--- config.mk ---
export PLATFORM = sky130hd
export DESIGN_NAME = sbrg_top
export DESIGN_NICKNAME = d
export VERILOG_FILES = /design/src/include/sbrg_pkg.sv /design/src/logic/sbrg_majority.sv /design/src/logic/sbrg_top.sv
export SDC_FILE = /design/constraint.sdc
export NUM_CORES = 1
export LEC_CHECK = 0
export ABC_AREA = 1
export BUFFER_PORTS_ARGS = -buffer_cell sky130_fd_sc_hd__buf_4
export CAP_MARGIN = 40
export CORE_MARGIN = 3
export CORE_UTILIZATION = 56
export DETAILED_ROUTE_END_ITERATION = 8
export PLACE_DENSITY = 0.85
export SLEW_MARGIN = 0
export SYNTH_ARGS = -nofsm -noshare
export SYNTH_HDL_FRONTEND = slang
export SYNTH_SLANG_ARGS = --single-unit
--- constraint.sdc ---
create_clock -name pclk -period 3.88 [get_ports pclk]
set_clock_uncertainty 0.15 [all_clocks]
set_input_delay 0.194 -clock pclk [delete_from_list [all_inputs] [get_ports pclk]]
set_output_delay 0.194 -clock pclk [all_outputs]
set_load 0.01 [all_outputs]
--- src/include/sbrg_pkg.sv ---
// package for the serial baud rate generator: register map, fields, reset values
//
// What this block does
// - async low speed: bit rate is oscillator over 64 times divisor plus one
// - async high speed: bit rate is oscillator over 16 times divisor plus one
// - sync master: bit clock is oscillator over 4 times divisor plus one
// - writing the divisor reloads the rate timer with the new divisor and clears the prescaler at once
// - async modes: receive pin sampled three times per bit, level chosen by majority
// - divisor is unsigned 0..255, 0 fastest and 255 slowest
// - divisor reads zero after every reset
// - divisor sets period of a free-running 8-bit timer for all modes
// - sync mode ignores the high speed select
package sbrg_pkg;
  localparam logic [7:0] SBRG_OFF_RCSTAT   = 8'h18;
  localparam logic [7:0] SBRG_OFF_TXSTAT   = 8'h98;
  localparam logic [7:0] SBRG_OFF_DIVISOR  = 8'h99;
  localparam logic [7:0] SBRG_OFF_STATUS   = 8'hA0;
  localparam logic [7:0] SBRG_RST_RCSTAT   = 8'h00;
  localparam logic [7:0] SBRG_RST_TXSTAT   = 8'h02;
  localparam logic [7:0] SBRG_RST_DIVISOR  = 8'h00;
  localparam int         SBRG_BIT_SYNC     = 4;
  localparam int         SBRG_BIT_HSEL     = 2;
  localparam int         SBRG_BIT_ENABLE   = 7;
  localparam logic [7:0] SBRG_TXSTAT_MASK  = 8'hF7;
  localparam logic [5:0] SBRG_PRE_LOW      = 6'h3F;
  localparam logic [5:0] SBRG_PRE_HIGH     = 6'h0F;
  localparam logic [5:0] SBRG_PRE_SYNC     = 6'h03;
  localparam logic [5:0] SBRG_SAMPLE_A     = 6'h06;
  localparam logic [5:0] SBRG_SAMPLE_B     = 6'h07;
  localparam logic [5:0] SBRG_SAMPLE_C     = 6'h08;
  localparam logic [5:0] SBRG_SAMPLE_A_HS  = 6'h06;
endpackage : sbrg_pkg

--- src/logic/sbrg_majority.sv ---
// three-sample majority detector for the receive pin
`timescale 1ns/1ps
`default_nettype none
module sbrg_majority
  import sbrg_pkg::*;
(
  input  wire logic       pclk,
  input  wire logic       presetn,
  input  wire logic       sample_en,
  input  wire logic       sample_last,
  input  wire logic       pin,
  output var  logic       level,
  output var  logic       level_valid
);
  logic [1:0] samples;
  logic [1:0] next_samples;
  logic       next_level;
  logic       next_level_valid;

  always_comb begin
    next_samples     = samples;
    next_level       = level;
    next_level_valid = 1'b0;
    if (sample_en && sample_last) begin
      // two of three decide the level
      next_level       = (samples[0] & samples[1]) | (samples[0] & pin) | (samples[1] & pin);
      next_level_valid = 1'b1;
    end else if (sample_en) begin
      next_samples = {samples[0], pin};
    end
  end

  always_ff @(posedge pclk or negedge presetn) begin
    if (!presetn) begin
      samples     <= 2'h3;
      level       <= 1'b1;
      level_valid <= 1'b0;
    end else begin
      samples     <= next_samples;
      level       <= next_level;
      level_valid <= next_level_valid;
    end
  end
endmodule : sbrg_majority
`default_nettype wire

--- src/logic/sbrg_top.sv ---
// serial baud rate generator with apb register access and receive majority vote
//
// The implementer's own choice: register access over APB.
`timescale 1ns/1ps
`default_nettype none
module sbrg_top
  import sbrg_pkg::*;
(
  input  wire logic        pclk,
  input  wire logic        presetn,
  input  wire logic        psel,
  input  wire logic        penable,
  input  wire logic        pwrite,
  input  wire logic [11:0] paddr,
  input  wire logic [31:0] pwdata,
  input  wire logic [3:0]  pstrb,
  output var  logic [31:0] prdata,
  output var  logic        pready,
  output var  logic        pslverr,
  input  wire logic        receive_data_pin,
  output var  logic        bit_tick,
  output var  logic        sample_tick,
  output var  logic        rx_level,
  output var  logic        rx_level_valid,
  output var  logic        serial_enable
);
  ////////////////////////////////////////////////////////////////////////
  // registers
  logic [7:0]  receive_status_control;
  logic [7:0]  transmit_status_control;
  logic [7:0]  baud_divisor;
  logic [7:0]  next_rcstat;
  logic [7:0]  next_txstat;
  logic [7:0]  next_divisor;
  logic [31:0] next_prdata;
  logic        next_pready;
  logic        next_pslverr;
  logic        div_write;
  logic        access;
  logic [7:0]  word;
  logic [5:0]  prescale;

  assign access = psel && penable && !pready;
  assign word   = paddr[9:2];

  // one wait state: the first access edge loads pready, so the answer stands a single cycle
  always_comb begin
    next_rcstat  = receive_status_control;
    next_txstat  = transmit_status_control;
    next_divisor = baud_divisor;
    next_prdata  = 32'h0000_0000;
    next_pready  = 1'b0;
    next_pslverr = 1'b0;
    div_write    = 1'b0;
    if (access) begin
      next_pready = 1'b1;
      if (paddr[11:10] != 2'h0 || paddr[1:0] != 2'h0) begin
        next_pslverr = 1'b1;
      end else if (pwrite) begin
        if (word == SBRG_OFF_RCSTAT && pstrb[0]) begin
          next_rcstat = pwdata[7:0];
        end else if (word == SBRG_OFF_TXSTAT && pstrb[0]) begin
          next_txstat = pwdata[7:0] & SBRG_TXSTAT_MASK;
        end else if (word == SBRG_OFF_DIVISOR && pstrb[0]) begin
          next_divisor = pwdata[7:0];
          div_write    = 1'b1;
        end else if (word != SBRG_OFF_RCSTAT && word != SBRG_OFF_TXSTAT &&
                     word != SBRG_OFF_DIVISOR) begin
          next_pslverr = 1'b1;
        end
      end else begin
        unique case (word)
          SBRG_OFF_RCSTAT:  next_prdata = {24'h00_0000, receive_status_control};
          SBRG_OFF_TXSTAT:  next_prdata = {24'h00_0000, transmit_status_control};
          SBRG_OFF_DIVISOR: next_prdata = {24'h00_0000, baud_divisor};
          SBRG_OFF_STATUS:  next_prdata = {26'h000_0000, prescale};
          default:          next_pslverr = 1'b1;
        endcase
      end
    end
  end

  always_ff @(posedge pclk or negedge presetn) begin
    if (!presetn) begin
      receive_status_control  <= SBRG_RST_RCSTAT;
      transmit_status_control <= SBRG_RST_TXSTAT;
      baud_divisor            <= SBRG_RST_DIVISOR;
      prdata                  <= 32'h0000_0000;
      pready                  <= 1'b0;
      pslverr                 <= 1'b0;
    end else begin
      receive_status_control  <= next_rcstat;
      transmit_status_control <= next_txstat;
      baud_divisor            <= next_divisor;
      prdata                  <= next_prdata;
      pready                  <= next_pready;
      pslverr                 <= next_pslverr;
    end
  end

  ////////////////////////////////////////////////////////////////////////
  // rate timer and prescaler
  logic [7:0] rate_timer;
  logic [7:0] next_timer;
  logic [5:0] next_prescale;
  logic [5:0] pre_top;
  logic       sync_mode;
  logic       high_speed_select;
  logic       timer_expire;
  logic       next_bit_tick;
  logic       next_sample_tick;
  logic       sample_en;
  logic       sample_last;

  assign sync_mode         = transmit_status_control[SBRG_BIT_SYNC];
  assign high_speed_select = transmit_status_control[SBRG_BIT_HSEL];
  assign timer_expire      = (rate_timer == 8'h00);

  // prescaler top is the divide factor less one: 64, 16 or 4 counts per bit
  always_comb begin
    if (sync_mode) begin
      pre_top = SBRG_PRE_SYNC;
    end else if (high_speed_select) begin
      pre_top = SBRG_PRE_HIGH;
    end else begin
      pre_top = SBRG_PRE_LOW;
    end
  end

  always_comb begin
    next_timer       = rate_timer;
    next_prescale    = prescale;
    next_bit_tick    = 1'b0;
    if (div_write) begin
      // restart at once so the new rate needs no old period to drain
      next_timer    = next_divisor;
      next_prescale = 6'h00;
    end else if (timer_expire) begin
      next_timer = baud_divisor;
      if (prescale >= pre_top) begin
        next_prescale = 6'h00;
        next_bit_tick = 1'b1;
      end else begin
        next_prescale = prescale + 6'h01;
      end
    end else begin
      next_timer = rate_timer - 8'h01;
    end
  end

  // three samples in the middle of the bit; sync mode bypasses the vote
  always_comb begin
    sample_en   = 1'b0;
    sample_last = 1'b0;
    if (!div_write && timer_expire && !sync_mode) begin
      if (high_speed_select) begin
        sample_en   = (prescale == SBRG_SAMPLE_A_HS) || (prescale == SBRG_SAMPLE_B) ||
                      (prescale == SBRG_SAMPLE_C);
      end else begin
        // low speed samples sit four counts apart around the middle of the bit
        sample_en   = (prescale[5:2] == 4'h7) && (prescale[1:0] == 2'h3) ||
                      (prescale[5:2] == 4'h8) && (prescale[1:0] == 2'h3) ||
                      (prescale[5:2] == 4'h9) && (prescale[1:0] == 2'h3);
      end
      sample_last = sample_en && (high_speed_select ? (prescale == SBRG_SAMPLE_C)
                                                    : (prescale[5:2] == 4'h9));
    end
    next_sample_tick = sample_en;
  end

  always_ff @(posedge pclk or negedge presetn) begin
    if (!presetn) begin
      rate_timer    <= SBRG_RST_DIVISOR;
      prescale      <= 6'h00;
      bit_tick      <= 1'b0;
      sample_tick   <= 1'b0;
      serial_enable <= 1'b0;
    end else begin
      rate_timer    <= next_timer;
      prescale      <= next_prescale;
      bit_tick      <= next_bit_tick;
      sample_tick   <= next_sample_tick;
      serial_enable <= receive_status_control[SBRG_BIT_ENABLE];
    end
  end

  sbrg_majority u_vote (
    .pclk        (pclk),
    .presetn     (presetn),
    .sample_en   (sample_en),
    .sample_last (sample_last),
    .pin         (receive_data_pin),
    .level       (rx_level),
    .level_valid (rx_level_valid)
  );

  ////////////////////////////////////////////////////////////////////////
  // checks
  // tick_gap counts cycles since the last clean start of a bit period; a mode change
  // mid-period drops gap_exact, since that period is then only bounded, not exact
  logic [15:0] tick_gap;
  logic [15:0] next_tick_gap;
  logic        gap_exact;
  logic        next_gap_exact;
  logic        cfg_write;
  logic [15:0] div_span;
  logic [15:0] low_period;
  logic [15:0] high_period;
  logic [15:0] sync_period;

  assign cfg_write   = (next_txstat != transmit_status_control);
  assign div_span    = {8'h00, baud_divisor} + 16'h0001;
  assign low_period  = 16'(div_span * ({10'h000, SBRG_PRE_LOW} + 16'h0001));
  assign high_period = 16'(div_span * ({10'h000, SBRG_PRE_HIGH} + 16'h0001));
  assign sync_period = 16'(div_span * ({10'h000, SBRG_PRE_SYNC} + 16'h0001));

  always_comb begin
    next_tick_gap  = tick_gap + 16'h0001;
    next_gap_exact = gap_exact;
    if (div_write) begin
      // a divisor write leaves timer and prescaler as reset does
      next_tick_gap  = 16'h0000;
      next_gap_exact = 1'b1;
    end else if (cfg_write) begin
      next_tick_gap  = 16'h0000;
      next_gap_exact = 1'b0;
    end else if (bit_tick) begin
      next_tick_gap  = 16'h0001;
      next_gap_exact = 1'b1;
    end
  end

  always_ff @(posedge pclk or negedge presetn) begin
    if (!presetn) begin
      tick_gap  <= 16'h0000;
      gap_exact <= 1'b1;
    end else begin
      tick_gap  <= next_tick_gap;
      gap_exact <= next_gap_exact;
    end
  end

  chk_low_rate: assert property (@(posedge pclk) disable iff (!presetn)
    (bit_tick && gap_exact && !sync_mode && !high_speed_select) |-> tick_gap == low_period)
    else $error("low speed period wrong");
  chk_high_rate: assert property (@(posedge pclk) disable iff (!presetn)
    (bit_tick && gap_exact && !sync_mode && high_speed_select) |-> tick_gap == high_period)
    else $error("high speed period wrong");
  chk_tick_period: assert property (@(posedge pclk) disable iff (!presetn)
    bit_tick |-> tick_gap <= 16'(({8'h00, baud_divisor} + 16'h0001) * ({10'h000, pre_top} + 16'h0001)))
    else $error("bit tick late");
  chk_write_restart: assert property (@(posedge pclk) disable iff (!presetn)
    div_write |=> (prescale == 6'h00 && rate_timer == baud_divisor))
    else $error("divisor write did not restart timer");
  chk_timer_reload: assert property (@(posedge pclk) disable iff (!presetn)
    (timer_expire && !div_write) |=> rate_timer == $past(baud_divisor))
    else $error("timer not reloaded");
  chk_sync_ignores_hs: assert property (@(posedge pclk) disable iff (!presetn)
    (bit_tick && gap_exact && sync_mode) |-> tick_gap == sync_period)
    else $error("sync mode uses high speed");
  chk_prescale_wrap: assert property (@(posedge pclk) disable iff (!presetn)
    (next_bit_tick && gap_exact) |-> (timer_expire && prescale == pre_top))
    else $error("tick without prescaler wrap");
  chk_vote_valid: assert property (@(posedge pclk) disable iff (!presetn)
    sample_last |=> rx_level_valid)
    else $error("vote result missing");
  chk_divisor_read: assert property (@(posedge pclk) disable iff (!presetn)
    (access && !pwrite && word == SBRG_OFF_DIVISOR && paddr[11:10] == 2'h0 && paddr[1:0] == 2'h0)
    |=> prdata[7:0] == $past(baud_divisor) && pready)
    else $error("divisor readback wrong");
  chk_apb_one_wait: assert property (@(posedge pclk) disable iff (!presetn)
    (psel && penable && !pready) |=> pready)
    else $error("apb answer late");
  chk_err_with_ready: assert property (@(posedge pclk) disable iff (!presetn)
    pslverr |-> pready)
    else $error("error without ready");
  chk_tick_single: assert property (@(posedge pclk) disable iff (!presetn)
    bit_tick |=> !bit_tick)
    else $error("bit tick longer than one cycle");
  chk_timer_count: assert property (@(posedge pclk) disable iff (!presetn)
    (!timer_expire && !div_write) |=> rate_timer == $past(rate_timer) - 8'h01)
    else $error("rate timer did not count down");
  chk_sync_no_vote: assert property (@(posedge pclk) disable iff (!presetn)
    sync_mode |-> !sample_en)
    else $error("vote sampled in sync mode");
  chk_txstat_mask: assert property (@(posedge pclk) disable iff (!presetn)
    (transmit_status_control & ~SBRG_TXSTAT_MASK) == 8'h00)
    else $error("unused control bit set");
  chk_serial_enable: assert property (@(posedge pclk) disable iff (!presetn)
    1'b1 |=> serial_enable == $past(receive_status_control[SBRG_BIT_ENABLE]))
    else $error("serial enable does not follow control bit");

  cov_sync_tick:  cover property (@(posedge pclk) disable iff (!presetn) bit_tick && sync_mode);
  cov_hs_tick:    cover property (@(posedge pclk) disable iff (!presetn) bit_tick && high_speed_select);
  cov_vote:       cover property (@(posedge pclk) disable iff (!presetn) rx_level_valid);
  cov_div_write:  cover property (@(posedge pclk) disable iff (!presetn) div_write);
  cov_low_tick:   cover property (@(posedge pclk) disable iff (!presetn) bit_tick && !sync_mode && !high_speed_select);
endmodule : sbrg_top
`default_nettype wire

Word-level counts from Yosys, hierarchy flattened
Cells that the tools add are included.
{"block": "totals", "regBits": 78, "output_inout_bits": 39, "wordCells": 110}
{"block": "classes", "addsub": 2, "magnitude_cmp": 1, "n_eq_ne": 14, "n_mux": 41, "bitwise": 8, "n_reduce_logical": 30}
{"operator": "8-bit two-way mux", "count": 10}
{"operator": "32-bit two-way mux", "count": 1}
{"operator": "8-bit one-hot mux with 4 select lines", "count": 1}
{"operator": "6-bit two-way mux", "count": 5}
{"operator": "8-bit == test (second input constant)", "count": 3}
{"operator": "1-bit two-way mux", "count": 24}
{"operator": "8-bit inequality test (second input constant)", "count": 2}
{"operator": "1-bit logical AND", "count": 14}
{"operator": "6-bit by 3-bit == test with 1-bit output (second input constant)", "count": 2}
{"operator": "4-bit == test (second input constant)", "count": 2}
{"operator": "8-bit by 5-bit == test with 1-bit output (second input constant)", "count": 1}
{"operator": "8-bit zero test", "count": 1}
{"operator": "8-bit by 5-bit inequality test with 1-bit output (second input constant)", "count": 1}
{"operator": "8-bit by 1-bit subtractor with 8-bit output (second input constant)", "count": 1}
{"operator": "6-bit by 1-bit adder with 6-bit output (second input constant)", "count": 1}
{"operator": "6-bit by 4-bit == test with 1-bit output (second input constant)", "count": 1}
{"operator": "6-bit greater-or-equal comparator", "count": 1}
{"operator": "2-bit nonzero test", "count": 3}
{"operator": "1-bit logical OR", "count": 5}
{"operator": "5-bit AND reduction", "count": 1}
{"operator": "4-bit by 3-bit == test with 1-bit output (second input constant)", "count": 1}
{"operator": "4-bit AND reduction", "count": 1}
{"operator": "4-bit OR reduction", "count": 1}
{"operator": "1-bit AND", "count": 3}
{"operator": "other kinds (5)", "count": 10}

Depth between registers and ports, before layout
{"block": "logic_depth", "word_depth": 17, "ltp_mapped": 13, "mapped_depth_nobuf": 12}

Modules after synthesis
From an unflattened synthesis, not the netlist that was laid out.
{"block": "unflattened", "hier_cells": 418, "hier_area_um2": 3289.4}
{"mod": "sbrg_top", "instances": 1, "cells_per_inst": 396, "area_per_inst_um2": 3113.0, "seq_area_each_um2": 1252.5}
{"mod": "sbrg_majority", "instances": 1, "cells_per_inst": 22, "area_per_inst_um2": 176.4, "seq_area_each_um2": 103.8}

Worst setup path after synthesis
Ideal clock, no wire load.
{"block": "synth_timing", "path_kind": "register -> register", "start": "reg transmit_status_control[4]", "end": "reg prescale[0]", "setup_time_ps": 77, "arrival_time_ps": 1391, "t_required_ps": 3653, "setup_slack_ps": 2262, "stages_incl_launch_ff": 9, "n_path_buf": 0, "path_cell_list": "dfrtp_1 > inv_1 > nand2_1 > ha_1 > a21oi_1 > o21ai_0 > nor2_1 > nand2_1 > o21ai_1"}
{"block": "synth_between", "elab_chain_cells": 5}
{"element": "start, declared", "line": "sbrg_top.sv:30", "rtl": "logic [7:0] transmit_status_control;"}
{"element": "start signal, assigned", "line": "sbrg_top.sv:93", "rtl": "transmit_status_control <= next_txstat;"}
{"element": "6-bit two-way mux", "line": "sbrg_top.sv:121", "rtl": "if (sync_mode) begin"}
{"element": "6-bit greater-or-equal comparator", "line": "sbrg_top.sv:140", "rtl": "if (prescale >= pre_top) begin"}
{"element": "6-bit two-way mux", "line": "sbrg_top.sv:140"}
{"element": "6-bit two-way mux", "line": "sbrg_top.sv:138", "rtl": "end else if (timer_expire) begin"}
{"element": "6-bit two-way mux", "line": "sbrg_top.sv:134", "rtl": "if (div_write) begin"}
{"element": "end signal, assigned", "line": "sbrg_top.sv:180", "rtl": "prescale <= next_prescale;"}
{"element": "end, declared", "line": "sbrg_top.sv:41", "rtl": "logic [5:0] prescale;"}
Every way passes these cells. The select of a mux whose other input is x is not followed.
A chain may end at the register's enable or synchronous reset.

Worst setup path after layout
{"block": "layout_timing", "start": "reg rate_timer[0]", "end": "reg u_vote.samples[0]"}
{"block": "layout_between", "elab_chain_cells": 7, "word_cells_on_any_way": 8, "classes_between": "mux (2); bitwise (1); reduce/logical (5)"}
{"element": "start, declared", "line": "sbrg_top.sv:103", "rtl": "logic [7:0] rate_timer;"}
{"element": "start signal, assigned", "line": "sbrg_top.sv:179", "rtl": "rate_timer <= next_timer;"}
{"element": "8-bit zero test *", "line": "sbrg_top.sv:117", "rtl": "assign timer_expire = (rate_timer == 8'h00);"}
{"element": "1-bit logical AND * (2 in series)", "line": "sbrg_top.sv:155", "rtl": "if (!div_write && timer_expire && !sync_mode) begin"}
{"element": "1-bit two-way mux", "line": "sbrg_top.sv:155"}
{"element": "1-bit logical AND", "line": "sbrg_majority.sv:24", "rtl": "if (sample_en && sample_last) begin"}
{"element": "1-bit inverter (no line)"}
{"element": "2-bit AND reduction (no line) *"}
{"element": "end signal, assigned", "line": "sbrg_majority.sv:39", "rtl": "samples <= next_samples;"}
{"element": "end, declared", "line": "sbrg_majority.sv:15", "rtl": "logic [1:0] samples;"}
Mark *: on every way between the ends. The rest lies on a longest branch, timed or not.

==> results.json <==
{
  "yosys.area.top_type": "dfrtp_1",
  "min_period_ns": 2.04,
  "cts_buffers": 5,
  "drc": 0,
  "die_w_um": 80.5,
  "cp-end-kind": "register",
  "gp_congestion": 0.838,
  "clock-root-buffer": "clkbuf_8",
  "initial_core_util_pct": 59.3,
  "layout.nets": 486,
  "power_per_cell_area_mw_per_mm2": 313,
  "grt_max_degree": 55,
  "grt.total_usage_pct": 21.7,
  "path_buf_inv": 2,
  "design.portCount": 93,
  "yosys-top-cells-area": "dfrtp_1 (40%), nand2_1 (10%), buf_4 (6.0%)",
  "netlist_area_sq_mm": 0.00310,
  "wl_um": 6480,
  "cts.sinks": 54,
  "crit_start": "rate_timer[0]",
  "startpoint_type": "register",
  "max-vdd-ir-drop_mv": 0.220,
  "layout-drive-gt1-share_pct": 18.4,
  "crit_required_ns": 3.98,
  "crit_chain": "inv_1 > ha_1 > nor3b_1 > nand2_1 > inv_1 > nand4_1 > nand2_1 > nand2_1",
  "synthArstFlopShare_pct": 100,
  "routedWlPerCell_um": 13.1,
  "ys_types": 35,
  "vias": 2492,
  "ys.flop_type": "dfrtp_1",
  "post-cts-setup-buffers": 0,
  "cpMaxStageDelayCell": "dfrtp_1",
  "cts_tree": "built",
  "slowest_delay_ns": 0.37,
  "setup_viol": 0,
  "cpMostUsedCell": "nand2_1",
  "vias_per_cell": 5.04,
  "regArea_sq_mm": 0.00136,
  "finalHoldViolations": 0,
  "syn2layout_area_growth_pct": 11.9,
  "place_hpwl_um": 4860,
  "grt_pass1_wl_um": 10900,
  "firstDrtPassIters": 5,
  "clk_pin_slew_ns": 0.10,
  "htreeDepth": 2,
  "slew_violations": 0,
  "fmax_mhz": 489,
  "relSlewSlack_pct": 55.1,
  "antenna_found_initial": 0,
  "place_inst": 483,
  "final.setup.tns_ns": 0,
  "die_area_sq_mm": 0.00647,
  "avgSynthCellArea_sq_um": 8.17,
  "criticalPathCategory": "register to register",
  "synth_commonest_cells": "nand2_1 (84), dfrtp_1 (50), inv_1 (43)",
  "worstMarginPinSlew_ns": 0.673,
  "synth_edf_count": 0,
  "path_max_fanout": 13,
  "hold_path.startpoint": "pwdata[3]",
  "clk_latency_ns": 0.31,
  "io_buffer_count": 41,
  "ys_seq_elements": 54,
  "synth.top_cell.area_share_pct": 40.3,
  "cap_violations": 0,
  "p_leak_nw": 1.77,
  "die_h_um": 80.5,
  "layout.cells.non_filler": 494,
  "num_rows": 26,
  "ant_nets": 0,
  "rsz0062_at_grt": "no",
  "cp_top_family": "simple AND/OR/NAND/NOR gates",
  "cts.path.max_buffers": 2,
  "fin_crit_sh_pct": 52.7,
  "hold_class": "primary input to register",
  "yosysMostFrequentCell": "nand2_1",
  "status": "completed",
  "grt_pass1_vias": 2405,
  "r2r_start": "rate_timer[0]",
  "drtIter0Drc": 167,
  "yosysWarningCount": 0,
  "fillers": 444,
  "ys_seq_area_share_pct": 43.7,
  "overflow": 0,
  "multi_input_area_sq_mm": 0.00142,
  "netlist_instances": 380,
  "cp_data_arrival_time_ns": 2.15,
  "diodes": 0,
  "core_area_sq_mm": 0.00524
}
[worst min-delay path, cell delays in order]
cell and delay [ns]:
buf_4 0.08, inv_1 0.05, o21ai_1 0.12
[state kept, by name (all words and copies together) (netlist names), 2 cells and up]
| name | flops |
|---|---|
| baud_divisor | 8 |
| u_vote.samples | 2 |
| transmit_status_control | 7 |
| prdata | 8 |
| rate_timer | 8 |
| receive_status_control | 8 |
| prescale | 6 |
[metal layers]
metal,part of all wire (%),global-route usage (%)
met1,42,28.2
met2,52,35.9
met3,4.7,4.48
met4,1.7,7.77
met5,0,0
[stage by stage]
stage	total power [mW]	worst slack, ns	hold slack, ns	instance area [sq um]	util (%)
2_1_floorplan	0.743	2.26	-0.252	3190	-
3_3_place_gp	0.775	1.91	0.123	3360	64.1
3_5_place_dp	0.780	1.86	0.128	3360	64.1
4_1_cts	1.09	1.84	0.0156	3470	66.3
5_1_grt	1.14	1.62	0.00742	3470	66.3
6_report	1.09	1.84	0.0133	3470	66.3
[layout by cell type (no fill, tap or decap), types with 2 or more instances in the layout]
cell,synthesis,routed
inv_2,3,3
nor2_1,31,31
nand2_1,84,84
nand4_1,5,5
nand2_4,2,2
clkbuf_8,0,5
dfstp_2,4,4
dfrtp_1,50,50
nand2_2,6,6
nand3_1,25,25
dlygate4sd3_1,0,3
xor2_1,5,5
nor3_1,5,5
xnor2_1,5,5
ha_1,9,9
nand4_2,2,2
o21a_1,7,7
o21ai_1,18,18
inv_1,43,43
nor2_2,3,3
buf_4,25,41
a21oi_1,11,11
o22ai_1,7,7
nor2_4,4,4
conb_1,1,24
o21ai_0,10,10
clkinv_2,1,2
nand3_2,2,2
[final cells by class]
type / instances / area share (%)
tap: 70 / 2.52
clock buffer: 6 / 2.09
timing repair buffer: 44 / 9.73
clock inverter: 2 / 0.396
multi-input combinational: 270 / 40.9
sequential: 54 / 39.0
inverter: 48 / 5.30
[report_power, final]
group,internal [mW],switching (mW)
sequential,0.594,0.0308
combinational,0.0677,0.0842
clock,0.128,0.181
total,0.790,0.296
[path summary, 6_finish.rpt]
| path | cells past startpoint | slack (ns) | endpoint |
|---|---|---|---|
| worst max-delay path | 8 | 1.84 | u_vote.samples[0] |
| worst min-delay path | 3 | 0.01 | receive_status_control[3] |
| worst max register to register | 8 | 1.84 | u_vote.samples[0] |
| worst min register to register | 0 | 0.28 | serial_enable |
| max in group asynchronous | 2 | 2.83 | transmit_status_control[7] |
| min in group asynchronous | 2 | 0.30 | prescale[5] |
[timing repair]
action,in CTS,in global routing
hold buffers,3,0
resized for setup,0,0
endpoints found under the hold margin,52,0
[kinds of logic after synthesis]
group / Yosys count / share of synthesized area [%]
compound gates: 53 / 9.39
xor+xnor: 10 / 2.82
fa+ha+maj: 10 / 3.95
buf+inv: 79 / 13.3
flops: 54 / 43.7
other cells: 1 / 0.121
simple gates: 173 / 26.7
(Power assumes the default switching activity.)
